### src/design/tss_pkg.sv
// Package: register map, field positions and reset values of the timer slave-mode block
package tss_pkg;
  // Register byte offsets
  localparam logic [7:0] OFS_CTRL = 8'h00;
  localparam logic [7:0] OFS_SMC = 8'h04;
  localparam logic [7:0] OFS_CAP = 8'h08;
  localparam logic [7:0] OFS_ARR = 8'h0c;
  localparam logic [7:0] OFS_CMP = 8'h10;
  localparam logic [7:0] OFS_CNT = 8'h14;
  localparam logic [7:0] OFS_STAT = 8'h18;
  localparam logic [7:0] OFS_PSC = 8'h1c;
  // Control register fields
  localparam int CTRL_CEN = 0;
  localparam int CTRL_URS = 1;
  localparam int CTRL_XOR = 2;
  localparam int CTRL_TIE = 3;
  localparam int CTRL_MMS = 4;
  // Slave mode register fields
  localparam int SMC_SMS = 0;
  localparam int SMC_TS = 4;
  localparam int SMC_MSM = 7;
  localparam int SMC_ETF = 8;
  localparam int SMC_ETPS = 12;
  localparam int SMC_ETP = 14;
  localparam int SMC_ECE = 15;
  // Capture register fields
  localparam int CAP_CC1S = 0;
  localparam int CAP_CC1P = 2;
  localparam int CAP_IC1F = 4;
  localparam int CAP_CC2S = 8;
  localparam int CAP_CC2P = 10;
  localparam int CAP_IC2F = 12;
  // Status register: trigger flag
  localparam int STAT_TIF = 0;
  // Reset values
  localparam logic [7:0] CTRL_RST = 8'h00;
  localparam logic [15:0] SMC_RST = 16'h0000;
  localparam logic [15:0] CAP_RST = 16'h0000;
  localparam logic [15:0] ARR_RST = 16'hffff;
  // Slave mode codes
  localparam logic [2:0] SMS_OFF = 3'h0;
  localparam logic [2:0] SMS_RESET = 3'h4;
  localparam logic [2:0] SMS_GATED = 3'h5;
  localparam logic [2:0] SMS_TRIG = 3'h6;
  localparam logic [2:0] SMS_EXT1 = 3'h7;
  // Trigger source codes
  localparam logic [2:0] TS_INT0 = 3'h0;
  localparam logic [2:0] TS_CH1ED = 3'h4;
  localparam logic [2:0] TS_CH1 = 3'h5;
  localparam logic [2:0] TS_CH2 = 3'h6;
  localparam logic [2:0] TS_EXT = 3'h7;
  // Master mode codes
  localparam logic [2:0] MMS_ENABLE = 3'h1;
  localparam logic [2:0] MMS_UPDATE = 3'h2;
  // Capture source codes: own pin, other channel's pin
  localparam logic [1:0] CCS_OWN = 2'h1;
  localparam logic [1:0] CCS_OTHER = 2'h2;
  // AXI responses
  localparam logic [1:0] RESP_OKAY = 2'h0;
  localparam logic [1:0] RESP_SLVERR = 2'h2;
endpackage

### src/design/tss_input_cond.sv
// Input conditioner: resynchroniser, digital filter and polarity select for one input
`timescale 1ns/1ns
`default_nettype none
module tss_input_cond #(
  parameter int FW = 4
) (
  input wire logic clk,
  input wire logic rst,
  input wire logic pin,
  input wire logic [FW-1:0] filt,
  input wire logic invert,
  output logic level
);
  logic syncA_q, syncB_q, out_q;
  logic [FW-1:0] cnt_q;

  // Two-flop resynchroniser; only the second flop is looked at
  always_ff @(posedge clk) begin
    if (rst) begin
      syncA_q <= 1'b0;
      syncB_q <= 1'b0;
    end else begin
      syncA_q <= pin;
      syncB_q <= syncA_q;
    end
  end

  // A new level must persist filt extra samples; zero passes it at once
  always_ff @(posedge clk) begin
    if (rst) begin
      cnt_q <= '0;
      out_q <= 1'b0;
    end else if (syncB_q == out_q) begin
      cnt_q <= '0;
    end else if (cnt_q >= filt) begin
      cnt_q <= '0;
      out_q <= syncB_q;
    end else begin
      cnt_q <= cnt_q + 1'b1;
    end
  end

  // Polarity 0: rising edge / high level active
  assign level = out_q ^ invert;
endmodule
`default_nettype wire

### src/design/tss_slave_ctrl.sv
// Timer slave-mode controller, trigger path and master trigger output with AXI4-Lite registers
//
// Summary of operation
// - XOR select feeds channel 1 from pins 2-4
// - XOR signal serves every channel 1 function
// - Reset mode clears counter, prescaler, maybe update
// - Reset trigger sets flag; enable gates request
// - Trigger select picks internal, ch1 or ch2
// - Gated mode counts only when gate and enable
// - Gated mode flags start and stop
// - Trigger mode edge sets enable and flag
// - Pin trigger inputs resynchronised to timer clock; internal trigger zero is not
// - External clock 2 combines with reset/gated/trigger
// - External trigger filter, prescale, polarity, enable
// - External clock 2 plus trigger counts external edges
// - Capture select 01 routes own pin, polarity
// - Master mode 010 pulses output on update
// - External clock 1 counts selected trigger edges
// - Master mode 1xx drives compare output out
// - Trigger link resets, starts, stops, clocks other
// - Internal trigger zero is other timer's output
// - Master mode 001 presents enable bit, not gated counter enable
`timescale 1ns/1ns
`default_nettype none
module tss_slave_ctrl #(
  parameter int CW = 16,
  parameter int FW = 4
) (
  input wire logic clk,
  input wire logic rst,
  input wire logic ch1Pin,
  input wire logic ch2Pin,
  input wire logic ch3Pin,
  input wire logic ch4Pin,
  input wire logic extTrigPin,
  input wire logic internalTriggerZero,
  input wire logic [7:0] s_axi_awaddr,
  input wire logic s_axi_awvalid,
  output logic s_axi_awready,
  input wire logic [31:0] s_axi_wdata,
  input wire logic [3:0] s_axi_wstrb,
  input wire logic s_axi_wvalid,
  output logic s_axi_wready,
  output logic [1:0] s_axi_bresp,
  output logic s_axi_bvalid,
  input wire logic s_axi_bready,
  input wire logic [7:0] s_axi_araddr,
  input wire logic s_axi_arvalid,
  output logic s_axi_arready,
  output logic [31:0] s_axi_rdata,
  output logic [1:0] s_axi_rresp,
  output logic s_axi_rvalid,
  input wire logic s_axi_rready,
  output logic triggerOutput,
  output logic compareOutput,
  output logic trigIrq
);
  logic [7:0] ctrl_q;
  logic [15:0] smc_q, cap_q;
  logic [CW-1:0] arr_q, cmp_q, psc_q, cnt_q, pscCnt_q, arrSh_q, cmpSh_q;
  logic tif_q, selPrev_q, ch1Prev_q, gatePrev_q, extPrev_q, trigOut_q, irq_q, ocRef_q;
  logic [2:0] extDiv_q;
  logic [7:0] awAddr_q, arAddr_q;
  logic awHeld_q, wHeld_q, bvalid_q, bresp_q, rvalid_q, rresp_q;
  logic [31:0] wData_q, rdata_q;
  logic [3:0] wStrb_q;

  // Field views of the control registers
  wire cen = ctrl_q[tss_pkg::CTRL_CEN];
  wire urs = ctrl_q[tss_pkg::CTRL_URS];
  wire xorSel = ctrl_q[tss_pkg::CTRL_XOR];
  wire tie = ctrl_q[tss_pkg::CTRL_TIE];
  wire [2:0] mms = ctrl_q[tss_pkg::CTRL_MMS +: 3];
  wire [2:0] sms = smc_q[tss_pkg::SMC_SMS +: 3];
  wire [2:0] tsel = smc_q[tss_pkg::SMC_TS +: 3];
  wire [1:0] etps = smc_q[tss_pkg::SMC_ETPS +: 2];
  wire ece = smc_q[tss_pkg::SMC_ECE];
  wire [1:0] cc1s = cap_q[tss_pkg::CAP_CC1S +: 2];
  wire [1:0] cc2s = cap_q[tss_pkg::CAP_CC2S +: 2];

  // Channel 1 raw input; the XOR result replaces the pin everywhere
  wire ch1Raw = xorSel ? (ch2Pin ^ ch3Pin ^ ch4Pin) : ch1Pin;
  // Capture source selection per channel
  wire ch1Src = (cc1s == tss_pkg::CCS_OWN) ? ch1Raw :
                (cc1s == tss_pkg::CCS_OTHER) ? ch2Pin : 1'b0;
  wire ch2Src = (cc2s == tss_pkg::CCS_OWN) ? ch2Pin :
                (cc2s == tss_pkg::CCS_OTHER) ? ch1Raw : 1'b0;

  // Conditioner inputs: 0 channel 1, 1 channel 2, 2 external trigger
  wire [2:0] condPin = {extTrigPin, ch2Src, ch1Src};
  wire [FW-1:0] condFilt [3];
  wire [2:0] condInv = {smc_q[tss_pkg::SMC_ETP], cap_q[tss_pkg::CAP_CC2P],
                        cap_q[tss_pkg::CAP_CC1P]};
  wire [2:0] condLvl;
  assign condFilt[0] = cap_q[tss_pkg::CAP_IC1F +: FW];
  assign condFilt[1] = cap_q[tss_pkg::CAP_IC2F +: FW];
  assign condFilt[2] = smc_q[tss_pkg::SMC_ETF +: FW];

  // Each pin input is resynchronised before the slave logic sees it; internal trigger zero is not
  genvar gi;
  generate
    for (gi = 0; gi < 3; gi++) begin : gCond
      tss_input_cond #(.FW(FW)) uCond (
        .clk(clk),
        .rst(rst),
        .pin(condPin[gi]),
        .filt(condFilt[gi]),
        .invert(condInv[gi]),
        .level(condLvl[gi])
      );
    end
  endgenerate

  wire ti1fp1 = condLvl[0];
  wire ti2fp2 = condLvl[1];
  wire extLvl = condLvl[2];

  // External trigger edge and power-of-two prescaler
  wire extRise = extLvl & ~extPrev_q;
  wire [2:0] extMask = 3'(3'h1 << etps) - 3'h1;
  wire extTick = extRise & ((extDiv_q & extMask) == extMask);

  // Trigger selection; external trigger as source is legal but discouraged
  wire selTrig = (tsel == tss_pkg::TS_INT0) ? internalTriggerZero :
                 (tsel == tss_pkg::TS_CH1ED) ? (ti1fp1 ^ ch1Prev_q) :
                 (tsel == tss_pkg::TS_CH1) ? ti1fp1 :
                 (tsel == tss_pkg::TS_CH2) ? ti2fp2 :
                 (tsel == tss_pkg::TS_EXT) ? extLvl : 1'b0;
  wire trgRise = selTrig & ~selPrev_q;

  // Mode decode; clock mode 2 only joins off/reset/gated/trigger modes
  wire modeReset = sms == tss_pkg::SMS_RESET;
  wire modeGated = sms == tss_pkg::SMS_GATED;
  wire modeTrig = sms == tss_pkg::SMS_TRIG;
  wire modeExt1 = sms == tss_pkg::SMS_EXT1;
  wire ecm2 = ece & (sms == tss_pkg::SMS_OFF | modeReset | modeGated | modeTrig);
  wire gateOn = cen & selTrig;
  wire countEn = modeGated ? gateOn : cen;
  wire baseTick = ecm2 ? extTick : (modeExt1 ? trgRise : 1'b1);
  wire pscDone = countEn & baseTick & (pscCnt_q == psc_q);
  wire ovf = pscDone & (cnt_q == arrSh_q);
  wire rstTrig = modeReset & trgRise;
  wire updateEv = ovf | (rstTrig & ~urs);
  wire trigSet = rstTrig | (modeTrig & trgRise) |
                 (modeGated & (gateOn != gatePrev_q));

  // AXI write decode: address and data may arrive in either order
  wire wrGo = awHeld_q & wHeld_q & ~bvalid_q;
  wire [31:0] wMask = {{8{wStrb_q[3]}}, {8{wStrb_q[2]}}, {8{wStrb_q[1]}}, {8{wStrb_q[0]}}};
  wire wrCtrl = wrGo & (awAddr_q == tss_pkg::OFS_CTRL);
  wire wrSmc = wrGo & (awAddr_q == tss_pkg::OFS_SMC);
  wire wrCap = wrGo & (awAddr_q == tss_pkg::OFS_CAP);
  wire wrArr = wrGo & (awAddr_q == tss_pkg::OFS_ARR);
  wire wrCmp = wrGo & (awAddr_q == tss_pkg::OFS_CMP);
  wire wrCnt = wrGo & (awAddr_q == tss_pkg::OFS_CNT);
  wire wrStat = wrGo & (awAddr_q == tss_pkg::OFS_STAT);
  wire wrPsc = wrGo & (awAddr_q == tss_pkg::OFS_PSC);
  wire wrHit = wrCtrl | wrSmc | wrCap | wrArr | wrCmp | wrCnt | wrStat | wrPsc;
  wire [31:0] mw = wData_q & wMask;
  wire [7:0] ctrlNew = (ctrl_q & ~wMask[7:0]) | mw[7:0];
  wire [15:0] smcNew = (smc_q & ~wMask[15:0]) | mw[15:0];
  wire [15:0] capNew = (cap_q & ~wMask[15:0]) | mw[15:0];
  wire [CW-1:0] cwNew = mw[CW-1:0];
  wire [CW-1:0] cwKeep = ~wMask[CW-1:0];
  wire tifClr = wrStat & mw[tss_pkg::STAT_TIF];

  // AXI read decode; unmapped addresses answer SLVERR with zero data
  wire rdGo = s_axi_arvalid & ~s_axi_arready & ~rvalid_q;
  wire rdHit = (s_axi_araddr[7:5] == 3'h0) & (s_axi_araddr[1:0] == 2'h0);
  wire [31:0] rdMux =
    (s_axi_araddr == tss_pkg::OFS_CTRL) ? {24'h0, ctrl_q} :
    (s_axi_araddr == tss_pkg::OFS_SMC) ? {16'h0, smc_q} :
    (s_axi_araddr == tss_pkg::OFS_CAP) ? {16'h0, cap_q} :
    (s_axi_araddr == tss_pkg::OFS_ARR) ? 32'(arr_q) :
    (s_axi_araddr == tss_pkg::OFS_CMP) ? 32'(cmp_q) :
    (s_axi_araddr == tss_pkg::OFS_CNT) ? 32'(cnt_q) :
    (s_axi_araddr == tss_pkg::OFS_STAT) ? {31'h0, tif_q} :
    (s_axi_araddr == tss_pkg::OFS_PSC) ? 32'(psc_q) : 32'h0;

  // Address and data capture, one outstanding write
  always_ff @(posedge clk) begin
    if (rst) begin
      awHeld_q <= 1'b0;
      wHeld_q <= 1'b0;
      awAddr_q <= 8'h00;
      wData_q <= 32'h0;
      wStrb_q <= 4'h0;
    end else begin
      if (s_axi_awvalid & s_axi_awready) begin
        awHeld_q <= 1'b1;
        awAddr_q <= s_axi_awaddr;
      end else if (wrGo) begin
        awHeld_q <= 1'b0;
      end
      if (s_axi_wvalid & s_axi_wready) begin
        wHeld_q <= 1'b1;
        wData_q <= s_axi_wdata;
        wStrb_q <= s_axi_wstrb;
      end else if (wrGo) begin
        wHeld_q <= 1'b0;
      end
    end
  end

  // Handshake outputs held in flops; ready drops while a word is held
  always_ff @(posedge clk) begin
    if (rst) begin
      s_axi_awready <= 1'b0;
      s_axi_wready <= 1'b0;
      bvalid_q <= 1'b0;
      bresp_q <= 1'b0;
      s_axi_arready <= 1'b0;
      rvalid_q <= 1'b0;
      rresp_q <= 1'b0;
      rdata_q <= 32'h0;
    end else begin
      s_axi_awready <= ~awHeld_q & ~(s_axi_awvalid & s_axi_awready);
      s_axi_wready <= ~wHeld_q & ~(s_axi_wvalid & s_axi_wready);
      if (wrGo) begin
        bvalid_q <= 1'b1;
        bresp_q <= ~wrHit;
      end else if (s_axi_bready) begin
        bvalid_q <= 1'b0;
      end
      s_axi_arready <= rdGo;
      if (rdGo) begin
        rvalid_q <= 1'b1;
        rresp_q <= ~rdHit;
        rdata_q <= rdHit ? rdMux : 32'h0;
      end else if (s_axi_rready) begin
        rvalid_q <= 1'b0;
      end
    end
  end

  assign s_axi_bvalid = bvalid_q;
  assign s_axi_bresp = bresp_q ? tss_pkg::RESP_SLVERR : tss_pkg::RESP_OKAY;
  assign s_axi_rvalid = rvalid_q;
  assign s_axi_rresp = rresp_q ? tss_pkg::RESP_SLVERR : tss_pkg::RESP_OKAY;
  assign s_axi_rdata = rdata_q;

  // Configuration; a trigger start beats a same-cycle software clear of enable
  always_ff @(posedge clk) begin
    if (rst) begin
      ctrl_q <= tss_pkg::CTRL_RST;
      smc_q <= tss_pkg::SMC_RST;
      cap_q <= tss_pkg::CAP_RST;
      arr_q <= CW'(tss_pkg::ARR_RST);
      cmp_q <= '0;
      psc_q <= '0;
    end else begin
      if (wrCtrl) ctrl_q <= ctrlNew;
      if (modeTrig & trgRise) ctrl_q[tss_pkg::CTRL_CEN] <= 1'b1;
      if (wrSmc) smc_q <= smcNew;
      if (wrCap) cap_q <= capNew;
      if (wrArr) arr_q <= (arr_q & cwKeep) | cwNew;
      if (wrCmp) cmp_q <= (cmp_q & cwKeep) | cwNew;
      if (wrPsc) psc_q <= (psc_q & cwKeep) | cwNew;
    end
  end

  // Counter and prescaler; reset trigger wins over counting
  always_ff @(posedge clk) begin
    if (rst) begin
      cnt_q <= '0;
      pscCnt_q <= '0;
    end else if (rstTrig) begin
      cnt_q <= '0;
      pscCnt_q <= '0;
    end else if (wrCnt) begin
      cnt_q <= (cnt_q & cwKeep) | cwNew;
    end else if (countEn & baseTick) begin
      pscCnt_q <= pscDone ? '0 : pscCnt_q + 1'b1;
      if (pscDone) cnt_q <= ovf ? '0 : cnt_q + 1'b1;
    end
  end

  // Buffered reload and compare values take effect only on update
  always_ff @(posedge clk) begin
    if (rst) begin
      arrSh_q <= CW'(tss_pkg::ARR_RST);
      cmpSh_q <= '0;
    end else if (updateEv) begin
      arrSh_q <= arr_q;
      cmpSh_q <= cmp_q;
    end
  end

  // Edge history, trigger flag (set beats clear) and outputs
  always_ff @(posedge clk) begin
    if (rst) begin
      selPrev_q <= 1'b0;
      ch1Prev_q <= 1'b0;
      gatePrev_q <= 1'b0;
      extPrev_q <= 1'b0;
      extDiv_q <= 3'h0;
      tif_q <= 1'b0;
      irq_q <= 1'b0;
      trigOut_q <= 1'b0;
      ocRef_q <= 1'b0;
    end else begin
      selPrev_q <= selTrig;
      ch1Prev_q <= ti1fp1;
      gatePrev_q <= gateOn;
      extPrev_q <= extLvl;
      if (extRise) extDiv_q <= extDiv_q + 3'h1;
      tif_q <= trigSet | (tif_q & ~tifClr);
      irq_q <= tie & (trigSet | (tif_q & ~tifClr));
      ocRef_q <= cnt_q < cmpSh_q;
      // Master output: enable level, update pulse or compare reference
      trigOut_q <= (mms == tss_pkg::MMS_ENABLE) ? cen :
                   (mms == tss_pkg::MMS_UPDATE) ? updateEv :
                   mms[2] ? (cnt_q < cmpSh_q) : 1'b0;
    end
  end

  assign triggerOutput = trigOut_q;
  assign compareOutput = ocRef_q;
  assign trigIrq = irq_q;
endmodule
`default_nettype wire

### config.mk
export PLATFORM = sky130hd
export DESIGN_NAME = tss_slave_ctrl
export DESIGN_NICKNAME = d
export VERILOG_FILES = /design/src/design/tss_pkg.sv /design/src/design/tss_input_cond.sv /design/src/design/tss_slave_ctrl.sv
export SDC_FILE = /design/constraint.sdc
export NUM_CORES = 1
export LEC_CHECK = 0
export ABC_AREA = 1
export BUFFER_PORTS_ARGS = -buffer_cell sky130_fd_sc_hd__buf_4
export CAP_MARGIN = 20
export CORE_MARGIN = 10
export CORE_UTILIZATION = 31
export CTS_CLUSTER_SIZE = 25
export DETAILED_ROUTE_END_ITERATION = 6
export SLEW_MARGIN = 40
export SYNTH_ARGS = -nofsm -noshare
export SYNTH_HDL_FRONTEND = slang
export SYNTH_HIERARCHICAL = 1
export SYNTH_SLANG_ARGS = --single-unit
### constraint.sdc
create_clock -name clk -period 2.22 [get_ports clk]
set_input_delay 0.111 -clock clk [delete_from_list [all_inputs] [get_ports clk]]
set_output_delay 0.111 -clock clk [all_outputs]
set_load 0.005 [all_outputs]
==> flow_summary_export.csv <==
group,metric,value,unit
status,status,"finished, final reports clean",
pwr,vdd_drop_max,0.580,mV
synth,syn_area_per_cell,7.05,um2
clocking,clock-root-buffer,"clkbuf_16",
setup_path,reg2regPathDepth,11,
clocking,insertion_delay,550,ps
finish,area_growth,23.6,%
drt,vias_per_cell,4.82,
setup_path,cpLargestDelayFamily,"simple AND/OR/NAND/NOR gates",
clocking,cts_made_buffers,27,
sta,finalHoldViolations,0,
setup_path,startpoint_type,"register",
finish,multi_input_area,0.00582,mm2
global_routing,gr-total-overflow,0,
sta,clock_skew,24.2,ps
place,place_area,0.0131,mm2
synth,synth-adder-area-share,0.0352,
synth,synthXorXnorAreaFrac,0.0284,
synth,netlist_area,0.0117,mm2
setup_path,crit_chain,"nand3_1 > nor3_2 > nand2_1 > inv_2 > nand3_1 > nor2_1 > nand2_1 > o21ai_1 > nor2_1 > nor2_1 > nor2_1",
synth,synth_compound_area_frac,0.182,
sta,fmax,0.482,GHz
finish,mostFrequentLayoutCells,"nand2_1 (321), dfxtp_1 (231), inv_1 (224)",
place,place_congestion,0.937,
hold_path,hold_path_depth,6,
synth,synthMuxAreaShare,0,
setup_path,critical_path_class,"reg2reg",
setup_path,critPathArrivalTime,2500,ps
finish,regArea,0.00471,mm2
floorplan,die_h,215,um
drt,drc,0,
sta,hold_slack,53.1,ps
setup_path,critical_path.max_stage_delay,530,ps
clocking,cts_tree,"done",
floorplan,chipWidth,215,um
global_routing,grt_pass1_wl,56.9,mm
floorplan,initial_core_util,0.313,
place,port_buffers,72,
setup_path,path_max_fanout,7,
global_routing,antenna_found_initial,0,
synth,synth-simple-area-share,0.236,
finish,fillers,3954,
setup_path,ff2ff_setup_slack,150,ps
sta,min_period,2070,ps
sta,maxSlewViolCount,0,
drt,ant_nets,0,
job,drv_cap,0,
sta,tightest_slew,641,ps
synth,synth.distinct_cells,41,
clocking,clock_path_buffers,3,
place,dpl.hpwl,26.8,mm
finish,final_net_count,1896,
setup_path,crit_top_cell,"nor2_1",
hold_path,hold_end,"s_axi_rdata[0]$_SDFFE_PP0P_",
floorplan,num_rows,71,
global_routing,grt_pass1_vias,10600,
setup_path,crit_buf_inv,1,
floorplan,fp.coreArea,0.0375,mm2
drt,post_drt_wl_per_cell,15.7,um
global_routing,grt_max_degree,72,
global_routing,grt_usage,0.151,
synth,synth_top_family_by_area,"simple AND/OR/NAND/NOR gates",
synth,synth_cells,1665,
drt,drt_iter0_drc,693,
finish,layout-drive-gt1-share,0.148,
setup_path,end_kind,"register",
synth,yosysSeqAreaShare,0.401,
clocking,path_clk_slew,60,ps
sta,final-setup-viol-count,0,
pwr,p_leak,6.09,nW
clocking,cts_num_sinks,235,
hold_path,min_from,"s_axi_araddr[2]",
synth,yosys_warnings,6,
finish,final_common_cell,"nand2_1",
pwr,power_per_cell_area,658,mW/mm2
finish,n_antenna_cell,0,
drt,firstDrtPassIters,7,
floorplan,die_area,0.0460,mm2
sta,max-slew-margin-rel,0.572,
sta,final.period_utilization,0.934,
setup_path,worstPathRequired,2650,ps
drt,drt_wl_total,36.5,mm
clocking,h-tree-depth,1,
setup_path,cpMaxStageDelayCell,"dfxtp_1",
finish,design_area,0.0145,mm2
synth,synth.ff_latch_count,235,
floorplan,num_io_pins,109,
hold_path,hp-class,"in2reg",
drt,vias,11200,
## through the flow
step	setup WS [ps]	setup TNS, ps	cells	power [mW]	util
after floorplan	348	0	1682	4.66	-
after global placement	98.6	0	2246	4.85	0.349
after detailed placement	49.8	0	2246	4.85	0.349
after CTS	25.9	0	2327	9.63	0.382
after global routing	-16.0	-45.1	2330	9.87	0.387
final	147	0	2330	9.54	0.387
## cell families after synthesis
| group | Yosys count |
|---|---|
| AOI/OAI and AO/OA | 399 |
| and+or+nand+nor | 630 |
| xor gates and xnor gates | 38 |
| buffers and inverters | 329 |
| adders and majority gates | 33 |
| DFF | 235 |
| other | 1 |
## worst max-delay path by stage
| stage | cells past startpoint | to | slack, ps | from |
|---|---|---|---|---|
| after floorplan | 13 | register | 350 | gCond[2].uCond/out_q$_SDFFE_PP0P_ |
| after global placement | 15 | arrSh_q[2]$_SDFFE_PP1P_ | 100 | register |
| after detailed placement | 13 | arrSh_q[10]$_SDFFE_PP1P_ | 50 | register |
| after CTS | 15 | arrSh_q[10]$_SDFFE_PP1P_ | 30 | register |
| after global routing | 11 | register | -20 | register |
| final | 11 | register | 150 | register |
## power breakdown
part	total (mW)	internal [mW]	leakage (nW)	switching, mW
Combinational	0.452	0.191	3.71	0.261
Sequential	4.36	4.27	1.90	0.0945
Clock	4.73	2.90	0.476	1.83
## cell type report
class | instances | area share
Clock buffer | 36 | 0.0530
Sequential cell | 235 | 0.325
Tap cell | 511 | 0.0441
Timing Repair Buffer | 172 | 0.101
Inverter | 244 | 0.0637
Clock inverter | 14 | 0.0125
Multi-Input combinational cell | 1118 | 0.401
## synthesized netlist by cell type (all sizes together)
library cell	number	area share
nand3	79	0.036
o21ai	151	0.066
xnor2	5	0.0037
nand2	339	0.11
ha	33	0.035
a21oi	207	0.091
and2	5	0.0027
o221ai	3	0.0022
nand4	26	0.014
buf	50	0.027
a211oi	5	0.0032
o211ai	18	0.012
nor4	8	0.0084
a41oi	1	0.00075
nor3b	1	0.00064
xor2	33	0.025
nand3b	8	0.0051
o22ai	11	0.0059
nor3	28	0.014
or2	2	0.0013
clkbuf	35	0.011
o31ai	3	0.0019
dfxtp	235	0.40
nor2	134	0.043
conb	1	0.00032
inv	244	0.078
## tightest hold or removal path, delay by kind of cell
| family | cells | cell delay [ps] |
|---|---|---|
| AO/OA/AOI/OAI | 1 | 50 |
| buffers and inverters | 1 | 90 |
| AND/OR/NAND/NOR | 4 | 300 |
## timing repair
| action | CTS | global route |
|---|---|---|
| endpoints found under the setup margin | 0 | 92 |
| gates resized for setup | 0 | 35 |
| endpoints found under the hold margin | 31 | 0 |
| hold buffers | 31 | 0 |
| setup buffers | 0 | 1 |
## per-layer routing
| layer | up-vias | track usage | routed length, um |
|---|---|---|---|
| met5 | - | 0 | 0 |
| met1 | 5193 | 0.202 | 16900 |
| met4 | 0 | 0.0518 | 1160 |
| li1 | 5674 | - | - |
| met2 | 297 | 0.240 | 16500 |
| met3 | 57 | 0.0262 | 1970 |
No activity file was read; power rests on OpenSTA's default activity.
